==> src/pkg/cdbrm_pkg.sv <==
// constants shared by the receive mailbox and its frame fifo
`default_nettype none
package cdbrm_pkg;
    // ----------------
    // frame layout
    // ----------------
    localparam int ID_W        = 29;   // extended arbitration identifier
    localparam int DLC_W       = 4;    // data length code
    localparam int NUM_BYTES   = 8;    // data bytes per frame
    localparam int DATA_W      = 64;   // NUM_BYTES * 8
    localparam int FRAME_W     = 97;   // ID_W + DLC_W + DATA_W
    localparam int FIFO_DEPTH  = 16;   // frame records held ahead of the mailbox
    localparam int IDX_W       = 3;    // index of a data byte

    // field positions inside a frame record
    localparam int FR_DATA_LSB = 0;
    localparam int FR_DLC_LSB  = 64;
    localparam int FR_ID_LSB   = 68;

    // ----------------
    // host read map of the presented buffer
    // ----------------
    localparam logic [3:0] RA_ARB0  = 4'h0;  // arbitration bytes 0..3
    localparam logic [3:0] RA_ARB3  = 4'h3;
    localparam logic [3:0] RA_CFG   = 4'h4;  // dlc in bits 7:4
    localparam logic [3:0] RA_DATA0 = 4'h5;  // data bytes 0..7 at 5..12
    localparam logic [3:0] RA_DATA7 = 4'hc;

    // control-0 register of this mailbox and its message-valid field
    localparam logic [7:0] CTRL0_OFS    = 8'hf0;
    localparam int         MESSAGE_VALID_FIELD_LSB   = 6;
    localparam logic [1:0] MESSAGE_VALID_FIELD_SET   = 2'h2;
    localparam logic [1:0] MESSAGE_VALID_FIELD_RESET = 2'h1;

    // reset values
    localparam logic       FLAG_RST  = 1'h0;
    localparam logic       INT_N_RST = 1'h1;
    localparam logic [7:0] BYTE_RST  = 8'h00;

    // store engine states, one-hot
    typedef enum logic [2:0] {
        ST_IDLE = 3'b001,
        ST_COPY = 3'b010,
        ST_DONE = 3'b100
    } cdbrm_state_type;
endpackage
`default_nettype wire

==> src/hdl/cdbrm_fifo.sv <==
// synchronous fifo of frame records with valid/ready on both sides
`timescale 1ns/1ps
`default_nettype none
module cdbrm_fifo #(
    parameter int WIDTH = 97,
    parameter int DEPTH = 16
) (
    input  wire logic             sys_clk,   // system clock
    input  wire logic             sys_rst,   // synchronous reset, high
    input  wire logic             clk_en,    // freezes all state when low
    input  wire logic             in_valid,  // writer offers a word
    output logic                  in_ready,  // room for a word
    input  wire logic [WIDTH-1:0] in_data,   // word written
    output logic                  out_valid, // a word is held
    input  wire logic             out_ready, // reader takes the word
    output logic      [WIDTH-1:0] out_data   // oldest word
);
    localparam int PW = $clog2(DEPTH);

    logic [WIDTH-1:0] mem_q [DEPTH];
    logic [PW-1:0]    wr_ptr_q;
    logic [PW-1:0]    wr_ptr_d;
    logic [PW-1:0]    rd_ptr_q;
    logic [PW-1:0]    rd_ptr_d;
    logic [PW:0]      count_q;
    logic [PW:0]      count_d;
    logic             push;
    logic             pop;

    // honest flags straight from the occupancy count
    assign in_ready  = (count_q != (PW+1)'(DEPTH));
    assign out_valid = (count_q != '0);
    assign out_data  = mem_q[rd_ptr_q];
    assign push      = in_valid && in_ready;
    assign pop       = out_valid && out_ready;

    // pointer and count next values
    always_comb begin
        wr_ptr_d = wr_ptr_q;
        rd_ptr_d = rd_ptr_q;
        count_d  = count_q;
        if (push) begin
            wr_ptr_d = (wr_ptr_q == PW'(DEPTH-1)) ? '0 : wr_ptr_q + 1'b1;
        end
        if (pop) begin
            rd_ptr_d = (rd_ptr_q == PW'(DEPTH-1)) ? '0 : rd_ptr_q + 1'b1;
        end
        case ({push, pop})
            2'b10:   count_d = count_q + 1'b1;
            2'b01:   count_d = count_q - 1'b1;
            default: count_d = count_q;
        endcase
    end

    always_ff @(posedge sys_clk) begin
        if (sys_rst) begin
            wr_ptr_q <= '0;
            rd_ptr_q <= '0;
            count_q  <= '0;
        end else if (clk_en) begin
            wr_ptr_q <= wr_ptr_d;
            rd_ptr_q <= rd_ptr_d;
            count_q  <= count_d;
        end
    end

    // storage needs no reset; only written words are ever read
    always_ff @(posedge sys_clk) begin
        if (clk_en && push) begin
            mem_q[wr_ptr_q] <= in_data;
        end
    end
endmodule
`default_nettype wire

==> src/hdl/cdbrm_mailbox.sv <==
// double-buffered last receive mailbox: buffers, flags, host read path
//
// Behaviour
// - a read during a second store may return one byte of the new frame
// - in double-read mode that corrupted byte is latched into the holding register
// - second frame does not set pending-interrupt or new-data again
// - second frame while new-data set raises message-lost
// - second frame while new-data set raises remote-pending
// - third frame overwrites first buffer's identifier with its own
// - third frame leaves second buffer's identifier unchanged
// - after reset all four flags are 0 and interrupt line is 1
// - first frame sets new-data and pending-interrupt, drives interrupt low
// - clearing pending-interrupt after two frames releases line, others stay
// - after clears, new-data and pending-interrupt stay 0 while second is read
// - message-valid is two bits at top of control-0 at 0xf0
`timescale 1ns/1ps
`default_nettype none
module cdbrm_mailbox (
    input  wire logic                          sys_clk,          // 25 MHz system clock
    input  wire logic                          sys_rst,          // synchronous reset, high
    input  wire logic                          clk_en,           // freezes all state when low
    input  wire logic                          rx_valid,         // receive path offers a frame
    output logic                               rx_ready,         // fifo can take the frame
    input  wire logic [cdbrm_pkg::ID_W-1:0]    rx_id,            // received identifier
    input  wire logic [cdbrm_pkg::DLC_W-1:0]   rx_dlc,           // received length
    input  wire logic [cdbrm_pkg::DATA_W-1:0]  rx_data,          // byte 0 in bits 7:0
    input  wire logic [1:0]                    message_valid_field, // control-0 bits 7:6
    input  wire logic                          int_enable,       // mailbox interrupt enable
    input  wire logic                          clr_interrupt_pending, // host clear pulse
    input  wire logic                          clr_new_data,     // host clear pulse
    input  wire logic                          clr_remote_pending, // host clear pulse
    input  wire logic                          clr_message_lost, // host clear pulse
    input  wire logic                          rd_en,            // host read strobe
    input  wire logic [3:0]                    rd_addr,          // byte within mailbox
    input  wire logic                          dbl_read_mode,    // double-read access mode
    output logic      [7:0]                    rd_data,          // read byte, registered
    output logic                               interrupt_pending_flag, // pending interrupt
    output logic                               new_data_flag,    // unread data held
    output logic                               message_lost_flag, // frame overwritten
    output logic                               remote_pending_flag, // second frame held
    output logic                               front_buffer,     // buffer shown to host
    output logic                               store_busy,       // store engine working
    output logic                               int_n             // interrupt, active low
);
    import cdbrm_pkg::*;

    // ----------------
    // decoding shared by the read path and the corruption window
    // ----------------
    function automatic logic is_data_addr(input logic [3:0] a);
        return (a >= RA_DATA0) && (a <= RA_DATA7);
    endfunction

    function automatic logic [IDX_W-1:0] data_index(input logic [3:0] a);
        logic [3:0] off;
        off = a - RA_DATA0;
        return off[IDX_W-1:0];
    endfunction

    // ----------------
    // frame fifo in front of the store engine
    // ----------------
    logic               fifo_valid;
    logic               fifo_ready;
    logic [FRAME_W-1:0] fifo_frame;

    cdbrm_fifo #(
        .WIDTH (FRAME_W),
        .DEPTH (FIFO_DEPTH)
    ) u_fifo (
        .sys_clk   (sys_clk),
        .sys_rst   (sys_rst),
        .clk_en    (clk_en),
        .in_valid  (rx_valid),
        .in_ready  (rx_ready),
        .in_data   ({rx_id, rx_dlc, rx_data}),
        .out_valid (fifo_valid),
        .out_ready (fifo_ready),
        .out_data  (fifo_frame)
    );

    // ----------------
    // store engine: copies one data byte a cycle, then commits id and flags
    // ----------------
    cdbrm_state_type    state_q;
    cdbrm_state_type    state_d;
    logic [FRAME_W-1:0] cur_q;
    logic [FRAME_W-1:0] cur_d;
    logic               tgt_q;
    logic               tgt_d;
    logic [IDX_W-1:0]   idx_q;
    logic [IDX_W-1:0]   idx_d;
    logic               message_valid_field_on;
    logic [7:0]         cur_byte;

    // reception only while the message-valid field reads as set
    assign message_valid_field_on  = (message_valid_field == MESSAGE_VALID_FIELD_SET);
    // engine stalls the fifo while copying, so back-pressure reaches rx_ready
    assign fifo_ready = (state_q == ST_IDLE) && message_valid_field_on;
    assign cur_byte   = cur_q[FR_DATA_LSB + 8*idx_q +: 8];
    assign store_busy = (state_q != ST_IDLE);

    // flags, needed here to choose the target buffer
    logic new_q, new_d;
    logic ipnd_q, ipnd_d;
    logic lost_q, lost_d;
    logic rpnd_q, rpnd_d;
    logic two_q, two_d;
    logic front_q, front_d;
    logic fresh;
    logic second;
    logic commit;

    // fresh frame: nothing unread; otherwise second or overrun goes to buffer 1
    assign fresh  = !new_q && !rpnd_q;
    assign second = !fresh && !two_q;
    assign commit = (state_q == ST_DONE);

    always_comb begin
        state_d = state_q;
        cur_d   = cur_q;
        tgt_d   = tgt_q;
        idx_d   = idx_q;
        unique case (state_q)
            ST_IDLE: begin
                if (fifo_valid && fifo_ready) begin
                    cur_d   = fifo_frame;
                    tgt_d   = !fresh;
                    idx_d   = '0;
                    state_d = ST_COPY;
                end
            end
            ST_COPY: begin
                idx_d = idx_q + 1'b1;
                if (idx_q == IDX_W'(NUM_BYTES-1)) begin
                    state_d = ST_DONE;
                end
            end
            ST_DONE: begin
                state_d = ST_IDLE;
            end
            default: begin
                state_d = ST_IDLE;
            end
        endcase
    end

    always_ff @(posedge sys_clk) begin
        if (sys_rst) begin
            state_q <= ST_IDLE;
            cur_q   <= '0;
            tgt_q   <= 1'b0;
            idx_q   <= '0;
        end else if (clk_en) begin
            state_q <= state_d;
            cur_q   <= cur_d;
            tgt_q   <= tgt_d;
            idx_q   <= idx_d;
        end
    end

    // ----------------
    // the two buffers
    // ----------------
    logic [ID_W-1:0]  id_q  [2];
    logic [DLC_W-1:0] dlc_q [2];
    logic [7:0]       dat_q [2][NUM_BYTES];

    for (genvar b = 0; b < 2; b++) begin : g_buf
        logic [ID_W-1:0]  id_d;
        logic [DLC_W-1:0] dlc_d;
        logic [7:0]       dat_d [NUM_BYTES];

        always_comb begin
            id_d  = id_q[b];
            dlc_d = dlc_q[b];
            dat_d = dat_q[b];
            if (state_q == ST_COPY && tgt_q == 1'(b)) begin
                dat_d[idx_q] = cur_byte;
            end
            if (commit) begin
                if (b == 0 && (fresh || (!second && tgt_q))) begin
                    // on overrun buffer 0 takes only the new identifier
                    id_d = cur_q[FR_ID_LSB +: ID_W];
                end
                if (tgt_q == 1'(b)) begin
                    dlc_d = cur_q[FR_DLC_LSB +: DLC_W];
                    if (b == 0 || second) begin
                        id_d = cur_q[FR_ID_LSB +: ID_W];
                    end
                end
            end
        end

        always_ff @(posedge sys_clk) begin
            if (sys_rst) begin
                id_q[b]  <= '0;
                dlc_q[b] <= '0;
                for (int i = 0; i < NUM_BYTES; i++) begin
                    dat_q[b][i] <= BYTE_RST;
                end
            end else if (clk_en) begin
                id_q[b]  <= id_d;
                dlc_q[b] <= dlc_d;
                dat_q[b] <= dat_d;
            end
        end
    end

    // ----------------
    // flags and interrupt line
    // ----------------
    // hardware set wins over a host clear in the same cycle
    always_comb begin
        new_d   = new_q;
        ipnd_d  = ipnd_q;
        lost_d  = lost_q;
        rpnd_d  = rpnd_q;
        two_d   = two_q;
        front_d = front_q;
        if (clr_new_data) begin
            new_d = 1'b0;
            if (two_q) begin
                front_d = 1'b1;        // host moves on to the second frame
            end
        end
        if (clr_interrupt_pending) begin
            ipnd_d = 1'b0;
        end
        if (clr_message_lost) begin
            lost_d = 1'b0;
        end
        if (clr_remote_pending) begin
            rpnd_d = 1'b0;
        end
        if (commit) begin
            if (fresh) begin
                new_d   = 1'b1;
                ipnd_d  = 1'b1;
                two_d   = 1'b0;
                front_d = 1'b0;
            end else begin
                // second or later frame never re-arms these two
                lost_d = 1'b1;
                rpnd_d = 1'b1;
                two_d  = 1'b1;
            end
        end
    end

    always_ff @(posedge sys_clk) begin
        if (sys_rst) begin
            new_q   <= FLAG_RST;
            ipnd_q  <= FLAG_RST;
            lost_q  <= FLAG_RST;
            rpnd_q  <= FLAG_RST;
            two_q   <= FLAG_RST;
            front_q <= 1'b0;
        end else if (clk_en) begin
            new_q   <= new_d;
            ipnd_q  <= ipnd_d;
            lost_q  <= lost_d;
            rpnd_q  <= rpnd_d;
            two_q   <= two_d;
            front_q <= front_d;
        end
    end

    assign interrupt_pending_flag = ipnd_q;
    assign new_data_flag          = new_q;
    assign message_lost_flag      = lost_q;
    assign remote_pending_flag    = rpnd_q;
    assign front_buffer           = front_q;

    // registered so the line never glitches while flags settle
    logic int_n_q, int_n_d;
    assign int_n_d = !(ipnd_d && int_enable);

    always_ff @(posedge sys_clk) begin
        if (sys_rst) begin
            int_n_q <= INT_N_RST;
        end else if (clk_en) begin
            int_n_q <= int_n_d;
        end
    end

    assign int_n = int_n_q;

    // ----------------
    // host read path
    // ----------------
    logic [31:0] arb_word;
    logic [7:0]  sel_byte;
    logic [7:0]  rd_q, rd_d;
    logic [7:0]  hold_q, hold_d;

    assign arb_word = {id_q[front_q], 3'h0};

    // the byte lane is shared with the store path, hence the corruption window
    always_comb begin
        sel_byte = BYTE_RST;
        if (rd_addr <= RA_ARB3) begin
            sel_byte = arb_word[8*(RA_ARB3 - rd_addr) +: 8];
        end else if (rd_addr == RA_CFG) begin
            sel_byte = {dlc_q[front_q], 4'h0};
        end else if (is_data_addr(rd_addr)) begin
            sel_byte = dat_q[front_q][data_index(rd_addr)];
            if (state_q == ST_COPY && data_index(rd_addr) == idx_q) begin
                sel_byte = cur_byte;
            end
        end
    end

    // double-read: the access latches the holding register, and the byte
    // returned is the one latched by the previous access
    always_comb begin
        rd_d   = rd_q;
        hold_d = hold_q;
        if (rd_en) begin
            if (dbl_read_mode) begin
                hold_d = sel_byte;
                rd_d   = hold_q;
            end else begin
                rd_d = sel_byte;
            end
        end
    end

    always_ff @(posedge sys_clk) begin
        if (sys_rst) begin
            rd_q   <= BYTE_RST;
            hold_q <= BYTE_RST;
        end else if (clk_en) begin
            rd_q   <= rd_d;
            hold_q <= hold_d;
        end
    end

    assign rd_data = rd_q;
endmodule
`default_nettype wire

==> config.mk <==
export PLATFORM = sky130hd
export DESIGN_NAME = cdbrm_mailbox
export DESIGN_NICKNAME = d
export VERILOG_FILES = /design/src/pkg/cdbrm_pkg.sv /design/src/hdl/cdbrm_fifo.sv /design/src/hdl/cdbrm_mailbox.sv
export SDC_FILE = /design/constraint.sdc
export NUM_CORES = 2
export LEC_CHECK = 0
export BUFFER_PORTS_ARGS = -buffer_cell sky130_fd_sc_hd__buf_2
export CAP_MARGIN = 20
export CORE_MARGIN = 2
export CORE_UTILIZATION = 50
export CTS_BUF_LIST = sky130_fd_sc_hd__clkbuf_4 sky130_fd_sc_hd__clkbuf_8
export DETAILED_ROUTE_END_ITERATION = 8
export PLACE_DENSITY = 0.68
export SLEW_MARGIN = 15
export SYNTH_ARGS = -nofsm -noshare
export SYNTH_HDL_FRONTEND = slang
export SYNTH_SLANG_ARGS = --single-unit
export TNS_END_PERCENT = 10
==> constraint.sdc <==
create_clock -name sys_clk -period 20.6 [get_ports sys_clk]
set_input_delay 3.09 -clock sys_clk [delete_from_list [all_inputs] [get_ports sys_clk]]
set_output_delay 3.09 -clock sys_clk [all_outputs]
set_load 0.03 [all_outputs]
# == Word level (Yosys, flattened, before mapping) ==
# Memory sizes are Yosys's and may differ from the RTL's. A register that Yosys moved wholly into a read port is not among the register bits.
# Index checks and enable logic that the tools add are counted.
# word_totals
ff_bits,43
latchBits,0
mem_bits_rw,1746
mem_bits_ro,0
inputBits,114
n_memories,4
# mem_list
memory,words,width,rd,rd_clocked_by_memory_dff,write_ports,line_no,rtl
u_fifo.mem_q,16,97,1,1,1,cdbrm_fifo.sv:20,logic [WIDTH-1:0] mem_q [DEPTH];
dat_q,2,64,3,1,2,cdbrm_mailbox.sv:167,logic [7:0] dat_q [2][NUM_BYTES];
id_q,2,29,1,1,2,cdbrm_mailbox.sv:165,logic [ID_W-1:0] id_q [2];
dlc_q,2,4,1,1,2,cdbrm_mailbox.sv:166,logic [DLC_W-1:0] dlc_q [2];
# classes
n_addsub,7
n_mul,0
div_mod_pow,0
n_lt_le_gt_ge,6
eq_ne,24
n_shift,2
n_mux,68
n_bitwise,9
n_reduce_logical,36
# ops
op,n
$mux W64,4
$mux W29,8
$bwmux W64,2
$shiftx A97 B7 Y8,1
$mux W8,8
$shiftx A32 B33 Y8,1
$mux W4,8
$mux W1,30
$bmux W8 S3,1
$demux W8 S3,1
$reduce_and A3 Y1,7
$logic_and A1 B1 Y1,13
$pmux W3 S2,2
$pmux W5 S2,1
$reduce_and A2 Y1,5
$mux W3,3
$add A4 B1 Y4 const B,2
$eq A4 B4 Y1 const B,2
$ge A4 B4 Y1 const B,2
$ne A2 B2 Y1 const B,4
$not A3 Y4,2
$eq A3 B3 Y1 const B,2
$logic_not A1 Y1,6
$ne A3 B3 Y1 const B,2
25 further kinds,35

# == Logic depth before layout (Yosys ltp) ==
# logic_depth
word_depth,11
mapped_depth,14
ltp_nobuf,12

# == Modules after synthesis ==
# A second synthesis with hierarchy kept.
# unflattened
cells_unflattened,3914
area_unflattened_um2,73918.4
# by_module_without_submodules
module,n_inst,cells_each,area_per_inst_um2,seq_area_each_um2
cdbrm_fifo,1,2482,58805.1,46945.0
cdbrm_mailbox,1,1432,15113.2,8388.0

# == Worst setup path after synthesis ==
# Ideal clock, no wire load.
# synth_timing
path_kind,input to register
startpoint,input rx_valid
endpoint,"memory u_fifo.mem_q[3][0], enable pin"
setup_ps,671
t_arrival_ps,10207
required_time_ps,19929
path_slack_ps,9722
cell_stages,4
cell_sequence,and3_1 -> clkbuf_1 -> nand2_1 -> nor3_1
# synth_between
elab_chain_len,4
# synth_rtl
element,line_no,rtl
start: declaration,cdbrm_mailbox.sv:22,"input wire logic rx_valid,"
$logic_and A1 B1 Y1,cdbrm_fifo.sv:34,assign push = in_valid && in_ready;
$logic_and A1 B1 Y1,cdbrm_fifo.sv:69,if (clk_en && push) begin
$mux W1,cdbrm_fifo.sv:69,
$mux W1 (implied by the code),cdbrm_fifo.sv:70,mem_q[wr_ptr_q] <= in_data;
end: declaration,cdbrm_fifo.sv:20,
# Every way passes these cells.

# == Worst setup path after layout ==
# layout_timing
startpoint,input clk_en
endpoint,"memory u_fifo.mem_q[3][83], enable pin"
# layout_between
elab_chain_len,3
# layout_rtl
element,line_no,rtl
start: declaration,cdbrm_mailbox.sv:21,"input wire logic clk_en,"
$logic_and A1 B1 Y1,cdbrm_fifo.sv:69,
$mux W1,cdbrm_fifo.sv:69,
$mux W1 (implied by the code),cdbrm_fifo.sv:70,
# Every way passes these cells.

==> flow_summary.yaml <==
run_status:
  outcome: "finished clean"
power_and_ir_drop:
  p_leak_nw: 25.81
  power_frac_seq: 0.556
  sw_frac_of_total: 0.2075
  p_int_mw: 6.056
  power.total_mw: 7.641
  powerDensity_nw_per_um2: 92.58
  power.switching_mw: 1.585
  clkPwrFrac: 0.412
  ir_worst_vdd_mv: 0.06636
  power_frac_comb: 0.033
drt:
  dr.pass1.iters: 5
  first_iter_violations: 3875
  avgViaCountPerCell: 6.052
  drc_errors: 0
  final_antenna_net_count: 0
  totalWireLength_um: 171400
  dr_total_vias: 36978
  routedWlPerCell_um: 28.05
cts:
  numCtsBuffers: 315
  cts.sinks: 1887
  post_cts_buffers: 0
  clkLatencyLatePin_ns: 1.02
  htree_num_levels: 5
  clock_path_buffers: 4
  cts_root_buffer: "clkbuf_8"
  clkTransAtPathRegs_ns: 0.06
  cts_hold_buf: 0
  cts_tree: "yes"
  cts_resized: 0
logic_synthesis:
  synthArstFlopShare: 0
  synth_fp_nets: 3814
  synth_edf_count: 1746
  yosys_warnings: 0
  ys_seq_area_frac: 0.7493
  ys_types: 56
  synth-seq-cells: 1887
  ys.flop_type: "edfxtp_1"
  synth_area_um2: 73740
  synthCells: 3684
  syn_avg_cell_area_um2: 20.02
timing:
  fin_setup_tns_ns: 0
  slew_headroom: 0.2307
  period_share: 0.2810
  setup_violations: 0
  rsz0062_at_grt: "false"
  achievable-frequency_ghz: 0.1728
  worst_pin_slew_ns: 1.154
  finalClockSkew_ns: 0.1159
  period_minus_slack_ns: 5.788
  timing.final.max_slew_violations: 0
  hold_viol_final: 0
final_layout:
  regArea_um2: 55270
  multiInputGateArea_um2: 17620
  final_net_count: 4106
  fillCellCount: 10800
  drive_gt1_frac: 0.2974
  fin_cells: 6110
  final_core_util: 0.5650
  area_growth_pct: 11.94
worst_setup_path:
  start_kind: "input port"
  cp_cell_sequence: "buf_2 > and3_1 > nand2_1 > nor3_2 > buf_4 > buf_4"
  endpoint_kind: "register"
  critPathRequiredTime_ns: 21.16
  crit_path_top_delay_cell: "buf_4"
  path_common_cell: "buf_4"
  critPathArrivalTime_ns: 6.34
  critPathKind: "in2reg"
  path_max_fanout: 49
  slowest_delay_ns: 0.86
global_routing:
  grt_use_met1: 0.3246
  busiest_layer: "met2"
  antenna_found_initial: 34
  globalRouteTotalUtil: 0.2289
  grt_pass1_wl_um: 252800
  grt_max_degree: 114
  grtUsageMet3: 0.04765
  grt_pass1_vias: 37637
  use_met2: 0.3650
  grt_overflow_total: 0
placed_design:
  port_buffers: 129
  dp_hpwl_um: 93010
  numPlacedInstances: 5574
  gp_congestion: 0.8018
die:
  ios: 130
  core_area_um2: 146100
  die_area_um2: 150600
  start_util: 0.5047
  rows: 140
  dieHeight_um: 388.0
  dieWidth_um: 388.0
flow_run:
  drv_cap: 0
worst_hold_path:
  hold_path_class: "reg2reg"
through the flow:
step | hold WS, ns | worst slack, ns | cell area [um^2]
final | 0.4529 | 14.81 | 82540
after global routing | 0.4695 | 14.74 | 82540
after CTS | 0.4561 | 14.89 | 82500
after detailed placement | 0.4474 | 13.88 | 76590
after global placement | 0.4396 | 13.93 | 76590
after floorplan | 0.4329 | 9.722 | 73740
synthesized netlist by cell type, types with 4 or more instances:
cell / instances / share of area
nor3_1: 11 / 0.00075
nor2_1: 58 / 0.0030
a21o_1: 8 / 0.00081
nand2b_1: 13 / 0.0011
xor2_1: 7 / 0.00083
o221ai_1: 13 / 0.0015
and3_1: 40 / 0.0034
a21oi_1: 223 / 0.015
o21a_1: 51 / 0.0052
dfxtp_1: 141 / 0.038
edfxtp_1: 1746 / 0.71
clkbuf_1: 138 / 0.0070
buf_2: 65 / 0.0044
xnor2_1: 4 / 0.00048
buf_1: 20 / 0.0010
nor2b_1: 7 / 0.00059
o21ai_0: 12 / 0.00081
mux4_2: 528 / 0.16
ha_1: 16 / 0.0027
mux2i_1: 38 / 0.0052
or2_2: 4 / 0.00034
nand3_1: 26 / 0.0018
nand3b_1: 12 / 0.0012
or3_1: 4 / 0.00034
a22oi_1: 17 / 0.0017
a31oi_1: 11 / 0.00093
nor3b_1: 9 / 0.00092
and2_1: 35 / 0.0030
nand2_1: 356 / 0.018
o22ai_1: 4 / 0.00034
inv_1: 19 / 0.00097
a211oi_1: 12 / 0.0012
layout by cell type (no fill, tap or decap), types with 13 or more instances in the layout:
| cell | netlist | layout |
|---|---|---|
| nand2_1 | 356 | 355 |
| nor2_1 | 58 | 45 |
| dfxtp_1 | 141 | 133 |
| and3_1 | 40 | 40 |
| clkbuf_4 | 0 | 113 |
| buf_2 | 65 | 128 |
| clkinv_2 | 0 | 16 |
| nand3_1 | 26 | 26 |
| a21oi_1 | 223 | 223 |
| o21a_1 | 51 | 51 |
| o221ai_1 | 13 | 13 |
| inv_1 | 19 | 19 |
| and2_1 | 35 | 34 |
| a22oi_1 | 17 | 17 |
| clkbuf_8 | 0 | 331 |
| mux4_2 | 528 | 528 |
| clkinv_1 | 0 | 59 |
| edfxtp_1 | 1746 | 1746 |
| buf_4 | 3 | 67 |
| ha_1 | 16 | 16 |
| mux2i_1 | 38 | 37 |
worst max-delay path: cells and delay by family:
kind / cells / cell delay, ns
buffers and inverters: 3 / 2.01
AND/OR/NAND/NOR: 3 / 1.15
state kept, by name, summed over array words and instances, names as in the netlist, 3 cells and up, named ones only:
| signal | count |
|---|---|
| u_fifo.rd_ptr_q | 4 |
| hold_q | 8 |
| id_q | 58 |
| u_fifo.wr_ptr_q | 4 |
| u_fifo.count_q | 5 |
| state_q | 3 |
| cur_q | 97 |
| rd_data | 8 |
| idx_q | 3 |
| dlc_q | 8 |
| dat_q | 128 |
| u_fifo.mem_q | 1552 |
power by group through the flow:
stage / clock [mW] / combinational, mW / sequential [mW]
after floorplan: 0 / 0.144 / 4.32
after global placement: 0 / 0.247 / 4.32
after detailed placement: 0 / 0.251 / 4.32
after CTS: 3.22 / 0.252 / 4.24
after global routing: 3.38 / 0.270 / 4.25
final: 3.15 / 0.250 / 4.25
metal layers:
metal	wire length, um	share of wire	vias to the layer above
met3	12770	0.075	337
met5	193	0.0011	-
met4	4022	0.023	28
li1	-	-	15669
met1	71300	0.42	19424
met2	83090	0.48	1520
final timing paths:
kind                            depth (start not counted)                            end  slack [ns]                            start
worst min-delay path                                    2         cur_q[45]$_SDFFE_PP0P_        0.45           cur_q[45]$_SDFFE_PP0P_
worst max-delay path                                    6  u_fifo.mem_q[3][83]$_DFFE_PP_       14.81                           clk_en
worst min register to register                          2         cur_q[45]$_SDFFE_PP0P_        0.45           cur_q[45]$_SDFFE_PP0P_
worst max register to register                          6          cur_q[7]$_SDFFE_PP0P_       16.31  u_fifo.rd_ptr_q[0]$_SDFFE_PP0P_
kinds of logic (layout without fill, tap and decap cells):
| family | Yosys count | in the layout | synth area share |
|---|---|---|---|
| muxes | 568 | 568 | 0.1667 |
| adders and majority gates | 16 | 16 | 0.002715 |
| DFF | 1887 | 1887 | 0.7493 |
| xor gates and xnor gates | 12 | 12 | 0.001629 |
| AOI/OAI and AO/OA | 371 | 371 | 0.03032 |
| buffers and inverters | 245 | 751 | 0.01373 |
| other | 0 | 3 | 0 |
| and+or+nand+nor | 585 | 585 | 0.03553 |
final cells by class:
cell class,instances,share of cell area
multi-input cells,1552,0.2135
well taps,1917,0.02906
flip-flops and latches,1887,0.6696
repair buffers,201,0.01530
diodes,3,0.00009095
inverters,19,0.0008640
clock buffers,444,0.06547
clock inverters,87,0.006109
Note: power is estimated with default switching activity, not from simulation.
